**src/design/bc_pkg.sv**
```systemverilog
// package: timing, codes and carrier types of the blink code diagnostic block
package bc_pkg;
  localparam int unsigned CLK_HZ        = 50_000_000;
  localparam int unsigned CYC_PER_MS    = CLK_HZ / 1000;
  localparam int unsigned T_DEBOUNCE_MS = 20;
  localparam int unsigned T_GUARD_MS    = 100;
  localparam int unsigned T_HOLD_MIN_MS = 1500;
  localparam int unsigned T_HOLD_MAX_MS = 2900;
  localparam int unsigned T_GAP_MS      = 1000;
  localparam int unsigned T_CLEAR_MS    = 3000;
  localparam int unsigned T_ON_MS       = 400;
  localparam int unsigned T_OFF_MS      = 400;
  localparam int unsigned T_PAUSE_MS    = 1500;
  localparam int unsigned T_LEAD_MS     = 1500;

  localparam logic [31:0] TMR_RST  = 32'h0000_0000;
  localparam logic [3:0]  LEFT_RST = 4'h0;
  localparam logic [1:0]  SYNC_RST = 2'h0;
  localparam logic [1:0]  STRAP_AGE_DONE = 2'h3;

  // configuration flash counts
  localparam logic [3:0] CFG_TWO_SENSOR_ONE_MODULATOR  = 4'h1;
  localparam logic [3:0] CFG_TWO_SENSOR_TWO_MODULATOR  = 4'h2;
  localparam logic [3:0] CFG_FOUR_SENSOR_TWO_MOD_SIDE  = 4'h3;
  localparam logic [3:0] CFG_FOUR_SENSOR_TWO_MOD_AXLE  = 4'h4;
  // fault flash counts
  localparam logic [3:0] FLT_NONE     = 4'h1;
  localparam logic [3:0] FLT_SENSOR_A = 4'h2;
  localparam logic [3:0] FLT_SENSOR_B = 4'h3;
  localparam logic [3:0] FLT_SENSOR_C = 4'h4;
  localparam logic [3:0] FLT_SENSOR_D = 4'h5;
  localparam logic [3:0] FLT_VALVE_A  = 4'h8;
  localparam logic [3:0] FLT_VALVE_B  = 4'h9;
  // first digit of later-variant fault code, second digit of later-variant config code
  localparam logic [3:0] LATER_FILL_DIGIT = 4'h1;

  typedef struct packed {
    logic [1:0] valve;   // bit0 valve A, bit1 valve B
    logic [3:0] sensor;  // bit0 sensor A .. bit3 sensor D
  } bc_fault_t;

  typedef struct packed {
    logic [3:0] first;
    logic [3:0] second;
  } bc_code_t;

  localparam bc_fault_t FAULT_RST = 6'h00;
  localparam bc_code_t  CODE_RST  = 8'h00;

  typedef enum logic [4:0] {
    JS_PWRUP = 5'h01,
    JS_IDLE  = 5'h02,
    JS_HOLD1 = 5'h04,
    JS_GAP   = 5'h08,
    JS_HOLD2 = 5'h10
  } bc_jstate_t;

  typedef enum logic [4:0] {
    BS_IDLE  = 5'h01,
    BS_LEAD  = 5'h02,
    BS_ON    = 5'h04,
    BS_OFF   = 5'h08,
    BS_PAUSE = 5'h10
  } bc_bstate_t;
endpackage
```
**src/design/bc_blink_diag.sv**
```systemverilog
// module: jumper decode, blink code sequencer, clear and test interlock
`timescale 1ns/1ns
module bc_blink_diag #(
  parameter int unsigned TIME_DIV     = 1,
  parameter int unsigned DEB_CYC      = bc_pkg::CYC_PER_MS * bc_pkg::T_DEBOUNCE_MS / TIME_DIV,
  parameter int unsigned GUARD_CYC    = bc_pkg::CYC_PER_MS * bc_pkg::T_GUARD_MS / TIME_DIV,
  parameter int unsigned HOLD_MIN_CYC = bc_pkg::CYC_PER_MS * bc_pkg::T_HOLD_MIN_MS / TIME_DIV,
  parameter int unsigned HOLD_MAX_CYC = bc_pkg::CYC_PER_MS * bc_pkg::T_HOLD_MAX_MS / TIME_DIV,
  parameter int unsigned GAP_CYC      = bc_pkg::CYC_PER_MS * bc_pkg::T_GAP_MS / TIME_DIV,
  parameter int unsigned CLEAR_CYC    = bc_pkg::CYC_PER_MS * bc_pkg::T_CLEAR_MS / TIME_DIV,
  parameter int unsigned ON_CYC       = bc_pkg::CYC_PER_MS * bc_pkg::T_ON_MS / TIME_DIV,
  parameter int unsigned OFF_CYC      = bc_pkg::CYC_PER_MS * bc_pkg::T_OFF_MS / TIME_DIV,
  parameter int unsigned PAUSE_CYC    = bc_pkg::CYC_PER_MS * bc_pkg::T_PAUSE_MS / TIME_DIV,
  parameter int unsigned LEAD_CYC     = bc_pkg::CYC_PER_MS * bc_pkg::T_LEAD_MS / TIME_DIV
) (
  input  wire logic             mclk_in,
  input  wire logic             rst_b_in,
  input  wire logic             jumper_pins_in,
  input  wire logic             jumper_bullet_b_in,
  input  wire logic             later_variant_in,
  input  wire logic             ignition_in,
  input  wire logic [3:0]       config_code_in,
  input  wire bc_pkg::bc_fault_t active_faults_in,
  input  wire logic             wheel_speed_valid_in,
  input  wire logic             warn_req_in,
  input  wire logic [1:0]       axle_zero_speed_in,
  input  wire logic             tool_test_req_in,
  input  wire logic             tool_clear_req_in,
  output logic                  lamp_out,
  output logic                  test_enable_out,
  output bc_pkg::bc_fault_t     stored_faults_out,
  output logic                  blink_busy_out,
  output logic                  codes_cleared_out
);
  import bc_pkg::*;
  function automatic logic [3:0] fault_digit(input bc_fault_t f);
    logic [3:0] d;
    d = FLT_NONE;
    if (f.valve[1])  d = FLT_VALVE_B;
    if (f.valve[0])  d = FLT_VALVE_A;
    if (f.sensor[3]) d = FLT_SENSOR_D;
    if (f.sensor[2]) d = FLT_SENSOR_C;
    if (f.sensor[1]) d = FLT_SENSOR_B;
    if (f.sensor[0]) d = FLT_SENSOR_A;
    return d;
  endfunction
  logic [1:0]  pin_meta_ff;
  logic [1:0]  pin_sync_ff;
  logic        strap_meta_ff;
  logic        strap_sync_ff;
  logic [1:0]  strap_age_ff;
  logic        later_ff;
  logic [31:0] deb_cnt_ff;
  logic        jmp_ff;
  bc_jstate_t  js_ff;
  logic [31:0] jtmr_ff;
  logic        start_ff;
  bc_code_t    start_code_ff;
  logic        clear_ff;
  bc_fault_t   stored_ff;
  logic        sensor_latch_ff;
  bc_bstate_t  bs_ff;
  logic [31:0] btmr_ff;
  bc_code_t    code_ff;
  logic        grp_ff;
  logic [3:0]  left_ff;
  logic        clear_any;
  logic        hold_ok;
  bc_fault_t   shown;
  assign clear_any = clear_ff | tool_clear_req_in;
  assign hold_ok   = (jtmr_ff >= HOLD_MIN_CYC) && (jtmr_ff <= HOLD_MAX_CYC);
  assign shown     = stored_ff | active_faults_in;

  // either jumper path counts, bullet grounded reads low
  always_ff @(posedge mclk_in or negedge rst_b_in) begin
    if (!rst_b_in) begin
      pin_meta_ff <= SYNC_RST;
      pin_sync_ff <= SYNC_RST;
    end else begin
      pin_meta_ff <= {~jumper_bullet_b_in, jumper_pins_in};
      pin_sync_ff <= pin_meta_ff;
    end
  end

  // variant strap caught a few cycles after reset release
  always_ff @(posedge mclk_in or negedge rst_b_in) begin
    if (!rst_b_in) begin
      strap_meta_ff <= 1'b0;
      strap_sync_ff <= 1'b0;
      strap_age_ff  <= SYNC_RST;
      later_ff      <= 1'b0;
    end else begin
      strap_meta_ff <= later_variant_in;
      strap_sync_ff <= strap_meta_ff;
      if (strap_age_ff != STRAP_AGE_DONE) begin
        strap_age_ff <= strap_age_ff + 2'h1;
        later_ff     <= strap_sync_ff;
      end
    end
  end

  // jumper debounce
  always_ff @(posedge mclk_in or negedge rst_b_in) begin
    if (!rst_b_in) begin
      deb_cnt_ff <= TMR_RST;
      jmp_ff     <= 1'b0;
    end else if ((|pin_sync_ff) == jmp_ff) begin
      deb_cnt_ff <= TMR_RST;
    end else if (deb_cnt_ff >= DEB_CYC - 1) begin
      deb_cnt_ff <= TMR_RST;
      jmp_ff     <= |pin_sync_ff;
    end else begin
      deb_cnt_ff <= deb_cnt_ff + 32'h1;
    end
  end

  // jumper pattern decoder
  always_ff @(posedge mclk_in or negedge rst_b_in) begin
    if (!rst_b_in) begin
      js_ff         <= JS_PWRUP;
      jtmr_ff       <= TMR_RST;
      start_ff      <= 1'b0;
      start_code_ff <= CODE_RST;
      clear_ff      <= 1'b0;
    end else begin
      start_ff <= 1'b0;
      clear_ff <= 1'b0;
      if (jtmr_ff != 32'hFFFF_FFFF) begin
        jtmr_ff <= jtmr_ff + 32'h1;
      end
      case (js_ff)
        JS_PWRUP: begin
          if (!jmp_ff && jtmr_ff >= GUARD_CYC) begin
            clear_ff <= (jtmr_ff >= CLEAR_CYC);
            js_ff    <= JS_IDLE;
          end
        end
        JS_IDLE: begin
          jtmr_ff <= TMR_RST;
          if (jmp_ff && ignition_in) begin
            js_ff <= JS_HOLD1;
          end
        end
        JS_HOLD1: begin
          if (!ignition_in) begin
            js_ff <= JS_IDLE;
          end else if (!jmp_ff) begin
            jtmr_ff <= TMR_RST;
            if (!hold_ok) begin
              js_ff <= JS_IDLE;
            end else if (later_ff) begin
              js_ff <= JS_GAP;
            end else begin
              start_ff      <= 1'b1;
              start_code_ff <= {config_code_in, fault_digit(shown)};
              js_ff         <= JS_IDLE;
            end
          end
        end
        JS_GAP: begin
          if (!ignition_in) begin
            js_ff <= JS_IDLE;
          end else if (jmp_ff) begin
            jtmr_ff <= TMR_RST;
            js_ff   <= JS_HOLD2;
          end else if (jtmr_ff >= GAP_CYC) begin
            start_ff      <= 1'b1;
            start_code_ff <= {LATER_FILL_DIGIT, fault_digit(shown)};
            js_ff         <= JS_IDLE;
          end
        end
        JS_HOLD2: begin
          if (!ignition_in) begin
            js_ff <= JS_IDLE;
          end else if (!jmp_ff) begin
            start_ff      <= hold_ok;
            start_code_ff <= {config_code_in, LATER_FILL_DIGIT};
            js_ff         <= JS_IDLE;
          end
        end
        default: begin
          js_ff <= JS_IDLE;
        end
      endcase
    end
  end

  // fault history and sensor lamp latch, setting wins over clearing
  always_ff @(posedge mclk_in or negedge rst_b_in) begin
    if (!rst_b_in) begin
      stored_ff       <= FAULT_RST;
      sensor_latch_ff <= 1'b0;
    end else begin
      stored_ff <= clear_any ? active_faults_in : (stored_ff | active_faults_in);
      if (clear_any && (|stored_ff.sensor)) begin
        sensor_latch_ff <= 1'b1;
      end else if (wheel_speed_valid_in) begin
        sensor_latch_ff <= 1'b0;
      end
    end
  end

  // flash sequencer: lead-off, group one, pause, group two
  always_ff @(posedge mclk_in or negedge rst_b_in) begin
    if (!rst_b_in) begin
      bs_ff   <= BS_IDLE;
      btmr_ff <= TMR_RST;
      code_ff <= CODE_RST;
      grp_ff  <= 1'b0;
      left_ff <= LEFT_RST;
    end else begin
      btmr_ff <= btmr_ff + 32'h1;
      case (bs_ff)
        BS_IDLE: begin
          btmr_ff <= TMR_RST;
          if (start_ff) begin
            code_ff <= start_code_ff;
            grp_ff  <= 1'b0;
            bs_ff   <= BS_LEAD;
          end
        end
        BS_LEAD: begin
          if (btmr_ff >= LEAD_CYC - 1) begin
            btmr_ff <= TMR_RST;
            left_ff <= code_ff.first;
            bs_ff   <= BS_ON;
          end
        end
        BS_ON: begin
          if (btmr_ff >= ON_CYC - 1) begin
            btmr_ff <= TMR_RST;
            left_ff <= left_ff - 4'h1;
            bs_ff   <= BS_OFF;
          end
        end
        BS_OFF: begin
          if (btmr_ff >= OFF_CYC - 1) begin
            btmr_ff <= TMR_RST;
            if (left_ff != LEFT_RST) begin
              bs_ff <= BS_ON;
            end else if (!grp_ff) begin
              grp_ff <= 1'b1;
              bs_ff  <= BS_PAUSE;
            end else begin
              bs_ff <= BS_IDLE;
            end
          end
        end
        BS_PAUSE: begin
          if (btmr_ff >= PAUSE_CYC - 1) begin
            btmr_ff <= TMR_RST;
            left_ff <= code_ff.second;
            bs_ff   <= BS_ON;
          end
        end
        default: begin
          bs_ff <= BS_IDLE;
        end
      endcase
    end
  end

  // outputs
  always_ff @(posedge mclk_in or negedge rst_b_in) begin
    if (!rst_b_in) begin
      lamp_out          <= 1'b0;
      test_enable_out   <= 1'b0;
      stored_faults_out <= FAULT_RST;
      blink_busy_out    <= 1'b0;
      codes_cleared_out <= 1'b0;
    end else begin
      if (bs_ff != BS_IDLE) begin
        lamp_out <= (bs_ff == BS_ON);
      end else begin
        lamp_out <= warn_req_in | sensor_latch_ff | (|active_faults_in);
      end
      test_enable_out   <= tool_test_req_in & (|axle_zero_speed_in);
      stored_faults_out <= stored_ff;
      blink_busy_out    <= (bs_ff != BS_IDLE);
      codes_cleared_out <= clear_any;
    end
  end
endmodule

```
**config.mk**
```make
export PLATFORM = sky130hd
export DESIGN_NAME = bc_blink_diag
export DESIGN_NICKNAME = d
export VERILOG_FILES = /design/src/design/bc_pkg.sv /design/src/design/bc_blink_diag.sv
export SDC_FILE = /design/constraint.sdc
export NUM_CORES = 1
export LEC_CHECK = 0
export BUFFER_PORTS_ARGS = -buffer_cell sky130_fd_sc_hd__buf_2
export CAP_MARGIN = 0
export CORE_ASPECT_RATIO = 2
export CORE_UTILIZATION = 30
export CTS_BUF_LIST = sky130_fd_sc_hd__clkbuf_8
export DETAILED_ROUTE_END_ITERATION = 8
export GPL_TIMING_DRIVEN = 0
export PLACE_DENSITY_LB_ADDON = 0.15
export SYNTH_ARGS = -nofsm -noshare
export SYNTH_HDL_FRONTEND = slang
export SYNTH_SLANG_ARGS = --single-unit
```
**constraint.sdc**
```tcl
create_clock -name mclk_in -period 6.83 [get_ports mclk_in]
set_input_delay 0.3415 -clock mclk_in [delete_from_list [all_inputs] [get_ports mclk_in]]
set_output_delay 0.3415 -clock mclk_in [all_outputs]
set_load 0.005 [all_outputs]
```
==> results of run 1 <==
==> state kept, by name, indices dropped and copies added (netlist names), 5 cells and up <==
signal / flops
bs_ff: 5
btmr_ff: 32
code_ff: 8
deb_cnt_ff: 32
js_ff: 5
jtmr_ff: 32
start_code_ff: 8
stored_faults_out: 6
stored_ff: 6
==> worst paths after layout <==
kind / start / end / slack, ns / cells after the start
worst min register to register: strap_meta_ff / strap_sync_ff / 0.35 / 0
worst max-delay path: jtmr_ff[3] / jtmr_ff[19] / 4.02 / 7
worst min-delay path: wheel_speed_valid_in / sensor_latch_ff / 0.07 / 2
min in group asynchronous: rst_b_in / btmr_ff[17] / 0.43 / 2
max in group asynchronous: rst_b_in / deb_cnt_ff[17] / 5.56 / 3
worst max register to register: jtmr_ff[3] / jtmr_ff[19] / 4.02 / 7
==> per-layer routing <==
metal	up-vias	global-route usage, %	wire length, um
met5	-	0	0
met4	0	8.49	762
met3	37	3.26	367
met2	71	29.5	10900
met1	2901	15.5	7120
li1	2911	-	-
==> worst reg2reg max path, stage by stage, from the launching register on <==
cell      delay (ns)
dfrtp_1         0.49
nand3_1         0.17
nor4_1          0.92
nand3b_1        0.43
buf_2           0.32
nand3_1         0.14
xor2_1          0.15
nor2_1          0.06
==> power groups by stage <==
stage          sequential (mW)  clock, mW  combinational, mW
6_report                 0.989      0.750              0.198
5_1_grt                  0.995      0.819              0.221
4_1_cts                  0.990      0.787              0.205
3_5_place_dp              1.01          0              0.202
3_3_place_gp              1.01          0              0.200
2_1_floorplan             1.00          0              0.116
==> cells in the mapped netlist, types with 16 or more instances <==
library cell	instances	share of area, %
xor2_1	50	5.6
nor4_1	16	1.3
inv_1	22	1.1
and3_1	22	1.8
nor3_1	26	1.7
nand4_1	29	2.3
nor2_1	120	5.8
o21ai_0	24	1.5
dfrtp_1	154	49
nand3_1	34	2.2
xnor2_1	32	3.6
nand2_1	67	3.2
clkbuf_1	19	0.91
==> through the flow <==
step	power [mW]	hold slack (ns)	util [%]	instance area, um2
after floorplan	1.12	0.0459	-	7870
after global placement	1.21	0.333	33.0	8450
after detailed placement	1.21	0.340	33.1	8490
after CTS	1.98	0.0175	34.9	8960
after global routing	2.03	0.0184	34.9	8960
final	1.94	0.0667	34.9	8960
==> cells by family after synthesis <==
| kind of cell | after synthesis |
|---|---|
| other cells | 1 |
| compound gates | 90 |
| fa+ha+maj | 7 |
| simple gates | 382 |
| flops | 156 |
| xor+xnor | 82 |
| buf+inv | 58 |
| mux | 19 |
==> final cells by class <==
class / instances / area (um2)
Inverter: 22 / 82.6
Timing Repair Buffer: 36 / 233
Fill cell: 2666 / 16700
Sequential cell: 156 / 3910
Clock buffer: 19 / 262
Clock inverter: 13 / 165
Buffer: 36 / 190
Tap cell: 340 / 425
Multi-Input combinational cell: 592 / 3690
==> metrics.md, run 1 <==
| Metric | Value |
|---|---|
| YS warnings | 0 |
| Non-Filler Instances | 1214 |
| Critical path's most frequent cell | nand3_1 |
| Number of buffers created by CTS | 17 |
| Max_cap viols | 0 |
| Detail Route Antenna Nets | 0 |
| Worst setup EP type | flip-flop |
| CTS resizes | 0 |
| Hold crit path type | input pin to flip-flop |
| Layout Nets | 890 |
| Post-Syn Area | 0.00783 mm2 |
| Gr usage total | 15.7% |
| Max rail drop VDD | 0.160 mV |
| PortBufs | 31 |
| WP data required | 7.16 ns |
| Gp weighted congestion | 0.816 |
| Fin Setup TNS | 0 ns |
| Setup crit start kind | flip-flop |
| Num rows | 83 |
| Die Width | 116 um |
| Worst Max-Slew Pin Slew | 1.06 ns |
| Sequential element share of the synthesized area | 49.9% |
| Post-Synth XOR/XNOR Area | 9.17% |
| Switching part of the total | 27.3% |
| Endpoints failing setup | 0 |
| Post-Route WL | 19200 um |
| Outcome | finished, final reports clean |
| Distinct cell type count after synthesis | 72 |
| Worst path buffer plus inverter count | 1 |
| Synth Register Bits | 156 |
| P_sw | 0.529 mW |
| Wire per inst | 15.8 um |
| CP Max Fanout | 10 |
| Clock latency on the worst-skew pair | 0.47 ns |
| Multiplexer share of the synthesized area | 2.83% |
| Global-route wire length before repair | 31800 um |
| Placed insts | 1178 |
| Clk slew on worst S/H paths | 0.09 ns |
| Number of global-route vias before repair | 6158 |
| Post-Synthesis Cells | 795 |
| Slew Viols, Final | 0 |
| Area Growth Syn to Fin | 14.4% |
| Post-CTS Setup Inserts | 0 |
| Die area | 0.0268 mm2 |
| Die height | 230 um |
| RSZ-0062 raised after global routing | no |
| Hold_buf cts | 4 |
| Initial detailed-routing violation count | 189 |
| GRT overflow | 0 |
| Fin worst setup slack | 4.02 ns |
| Maximum clock frequency | 356 MHz |
| ANT cells | 0 |
| Post-synthesis adder-cell area fraction | 1.12% |
| Detailed placement HPWL | 14100 um |
| H-Tree Depth | 4 |
| Clock share of power | 38.7% |
| IO Pins | 32 |
| Vias | 5920 |
| Int Power | 1.41 mW |
| Sequential Power Share | 51.1% |
| Antenna violations before repair | 0 |
| Layout cells sized above 1 | 12.4% |
| Asr flop ratio synth | 100% |
| Slew margin rel. | 28.7% |
| CP max stage cell | nor4_1 |
| DRC | 0 |
| Largest family of logic cells by synthesized area | simple AND/OR/NAND/NOR gates |
| P per Cell Area | 216 mW/mm2 |
| Skew final | 0.0122 ns |
| Initial Util | 30.5% |
| Core area | 0.0257 mm2 |
| First drt pass iteration count | 4 |
| CTS sink cnt | 156 |
| P_leak | 3.86 nW |
| Slowest stage delay, CP | 0.92 ns |
| Number of synthesized flops with an enable pin | 0 |
| Post-Synth Simple-Gate Area | 25.2% |
| Avg Inst Size Synth | 9.85 um2 |
| Worst EP arrival | 3.14 ns |
| Setup CP Type | flip-flop to flip-flop |
| Clock tree buffer depth | 2 |
| Clk root buf | clkbuf_8 |
| CTS tree | yes |
| Commonest non-fill, non-tap cell in the layout | dfrtp_1 |
| DP Worst Slack | 4.06 ns |
| Fin. Hold Viols | 0 |
| Fin crit share | 41.1% |
| Via density per instance | 4.88 |
| Final Critical Period | 2.81 ns |
| Most frequent cells in the layout | 154 x dfrtp_1, 120 x nor2_1, 67 x nand2_1, 50 x xor2_1, 38 x buf_2 |
| Worst path cell trace | nand3_1, nor4_1, nand3b_1, buf_2, nand3_1, xor2_1, nor2_1 |
| Complex-gate fraction of the synthesized area | 8.24% |
| Primary FF master, synth | dfrtp_1 |
| Comb pwr share | 10.2% |
| Largest net degree at the start of global routing | 81 |
| Top delay family on crit path | simple AND/OR/NAND/NOR gates |
(Power assumes the default switching activity.)
==> run 2: changes to the inputs <==
==> constraint.sdc (replaced) <==
create_clock -name mclk_in -period 2.88 [get_ports mclk_in]
set_input_delay 0.144 -clock mclk_in [delete_from_list [all_inputs] [get_ports mclk_in]]
set_output_delay 0.144 -clock mclk_in [all_outputs]
set_load 0.005 [all_outputs]
==> run 2 against run 1 <==
  * Sequential share of layout area is 0.75 points lower
  * Clock skew hardly changed
  * Design area is 1.7% higher
  * Critical path depth stayed put
  * Combinational power is 150% higher
  * First-iteration DRC count is 5.8% higher
  * Critical path type unchanged
==> metrics.md, run 2 (synthesized netlist as in run 1, its figures left out) <==
| Metric | Value |
|---|---|
| Outcome | finished, final reports clean (unchanged) |
| Fin. Hold Viols | 0 (unchanged) |
| Num rows | 83 (unchanged) |
| GRT overflow | 0 (unchanged) |
| PortBufs | 31 (unchanged) |
| WP data required | 3.21 ns (was 7.16 ns) |
| Endpoints failing setup | 0 (unchanged) |
| Clk root buf | clkbuf_8 (unchanged) |
| Slowest stage delay, CP | 0.56 ns (was 0.92 ns) |
| Wire length on met3 | 369 um (was 367 um) |
| Sequential Power Share | 50.9% (was 51.1%) |
| Most frequent cells in the layout | 154 x dfrtp_1, 120 x nor2_1, 67 x nand2_1, 50 x xor2_1, 38 x buf_2 (unchanged) |
| Worst Max-Slew Pin Slew | 0.784 ns (was 1.06 ns) |
| Final Critical Period | 2.66 ns (was 2.81 ns) |
| Wire per inst | 15.7 um (was 15.8 um) |
| P per Cell Area | 506 mW/mm2 (was 216 mW/mm2) |
| H-Tree Depth | 4 (unchanged) |
| Maximum clock frequency | 376 MHz (was 356 MHz) |
| Post-placement cell area | 0.00849 mm2 (unchanged) |
| Die area | 0.0268 mm2 (unchanged) |
| Skew final | 0.0122 ns (about the same) |
| DR WL met2 | 11000 um (was 10900 um) |
| CP max stage cell | or4_4 (was nor4_1) |
| Core area | 0.0257 mm2 (unchanged) |
| Initial Util | 30.5% (unchanged) |
| M1 WL | 7140 um (was 7120 um) |
| Setup CP Type | flip-flop to flip-flop (unchanged) |
| Antenna violations before repair | 0 (unchanged) |
| Clock latency on the worst-skew pair | 0.47 ns (about the same) |
| Clock tree buffer depth | 2 (unchanged) |
| Clock share of power | 38.6% (was 38.7%) |
| P_sw | 1.26 mW (was 0.529 mW) |
| Number of global-route vias before repair | 6234 (was 6158) |
| Top delay family on crit path | compound AO/OA/AOI/OAI gates (was simple AND/OR/NAND/NOR gates) |
| Layout Nets | 905 (was 890) |
| Initial detailed-routing violation count | 200 (was 189) |
| Regs by FF count | btmr_ff: 32 flops, deb_cnt_ff: 32 flops, jtmr_ff: 32 flops (unchanged) |
| Worst path cell trace | or4_4, buf_6, nor4b_1, o2111ai_1, a31oi_1, o21bai_1, o32ai_1 (was nand3_1, nor4_1, nand3b_1, buf_2, nand3_1, xor2_1, nor2_1) |
| Worst EP arrival | 2.99 ns (was 3.14 ns) |
| Die Width | 116 um (unchanged) |
| Commonest non-fill, non-tap cell in the layout | dfrtp_1 (unchanged) |
| Via density per instance | 4.90 (was 4.88) |
| Gp weighted congestion | 0.816 (unchanged) |
| Die height | 230 um (unchanged) |
| DRC | 0 (unchanged) |
| Slew margin rel. | 47.6% (was 28.7%) |
| First drt pass iteration count | 4 (unchanged) |
| CP Max Fanout | 8 (was 10) |
| RSZ-0062 raised after global routing | no (unchanged) |
| Gr usage total | 15.8% (was 15.7%) |
| CTS sink cnt | 156 (unchanged) |
| Int Power | 3.35 mW (was 1.41 mW) |
| Fillers | 2654 (was 2666) |
| Global-route wire length before repair | 32000 um (was 31800 um) |
| Post-Route WL | 19300 um (was 19200 um) |
| Max_cap viols | 0 (unchanged) |
| Hold crit path type | input pin to flip-flop (unchanged) |
| Final Instance Area | 0.00911 mm2 (was 0.00896 mm2) |
| Layout cells sized above 1 | 12.3% (was 12.4%) |
| Top sig layer | met4 (unchanged) |
| Vias | 6016 (was 5920) |
| ANT cells | 0 (unchanged) |
| P_leak | 3.92 nW (was 3.86 nW) |
| Number of buffers created by CTS | 17 (unchanged) |
| Worst setup EP type | flip-flop (unchanged) |
| Area Growth Syn to Fin | 16.4% (was 14.4%) |
| Worst path buffer plus inverter count | 1 (unchanged) |
| Max rail drop VDD | 0.379 mV (was 0.160 mV) |
| Largest net degree at the start of global routing | 81 (unchanged) |
| Comb pwr share | 10.5% (was 10.2%) |
| Final Core Density | 35.5% (was 34.9%) |
| Slew Viols, Final | 0 (unchanged) |
| IO Pins | 32 (unchanged) |
| Switching part of the total | 27.3% (about the same) |
| CTS tree | yes (unchanged) |
| Fin crit share | 92.2% (was 41.1%) |
| Clk slew on worst S/H paths | 0.09 ns (about the same) |
| Detailed placement HPWL | 14100 um (unchanged) |
| Setup crit start kind | flip-flop (unchanged) |
| Detail Route Antenna Nets | 0 (unchanged) |
-- run 2: cell count changes in the layout (fill, tap and decap cells not counted) --
cell / delta
nor4_1: -1
nor4_2: +1
dlygate4sd3_1: +15
-- run 2: stage by stage --
| step | power, mW | worst slack (ns) | TNS [ns] | std cells | hold slack, ns |
|---|---|---|---|---|---|
| 2_1_floorplan | 2.65 | 0.577 | 0 | 806 | -0.152 |
| 3_3_place_gp | 2.86 | -0.958 | -143.53 | 1177 | 0.253 |
| 3_5_place_dp | 2.87 | 0.108 | 0 | 1178 | 0.171 |
| 4_1_cts | 4.72 | 0.0802 | 0 | 1229 | 0.0140 |
| 5_1_grt | 4.84 | 0.00460 | 0 | 1229 | 0.0938 |
| 6_report | 4.61 | 0.224 | 0 | 1229 | 0.0566 |
-- run 2: area by class of cell --
| type | count | area, um2 | share of cell area [%] |
|---|---|---|---|
| plain buffers | 36 | 190 | 2.09 |
| clock buffers | 19 | 262 | 2.87 |
| clock inverters | 13 | 165 | 1.81 |
| inverters | 22 | 82.6 | 0.906 |
| multi-input cells | 592 | 3700 | 40.6 |
| flip-flops and latches | 156 | 3910 | 42.9 |
| well taps | 340 | 425 | 4.67 |
| repair buffers | 51 | 383 | 4.20 |
-- run 2: path summary, 6_finish.rpt --
path	startpoint	to	slack, ns	cells past startpoint
worst max-delay path	jtmr_ff[28]	js_ff[3]	0.22	7
worst min-delay path	warn_req_in	lamp_out	0.06	4
worst max register to register	jtmr_ff[28]	js_ff[3]	0.22	7
worst min register to register	strap_meta_ff	strap_sync_ff	0.35	0
max in group asynchronous	rst_b_in	deb_cnt_ff[17]	1.80	3
min in group asynchronous	rst_b_in	btmr_ff[17]	0.24	2
-- run 2: layer usage --
| layer | vias to the layer above | GRT usage (%) |
|---|---|---|
| met5 | - | 0 |
| met4 | 0 | 8.73 |
| met3 | 41 | 3.26 |
| met2 | 80 | 29.8 |
| met1 | 2956 | 15.5 |
| li1 | 2939 | - |
-- run 2: worst min-delay path, stage by stage --
cell	delay, ns
buf_2	0.08
or4_1	0.09
nor2_1	0.03
o21ai_0	0.13
-- run 2: repair_timing --
item | 4_1_cts | 5_1_grt
endpoints found under the hold margin | 93 | 0
hold buffers | 19 | 0
setup buffers | 0 | 0
resized for setup | 0 | 1
setup endpoints to repair | 0 | 7
-- run 2: power groups by stage --
| stage | Combinational (mW) | Clock [mW] | Sequential, mW |
|---|---|---|---|
| floorplan | 0.276 | 0 | 2.37 |
| global placement | 0.474 | 0 | 2.39 |
| detailed placement | 0.479 | 0 | 2.39 |
| CTS | 0.502 | 1.87 | 2.35 |
| global route | 0.541 | 1.94 | 2.36 |
| finish | 0.486 | 1.78 | 2.35 |
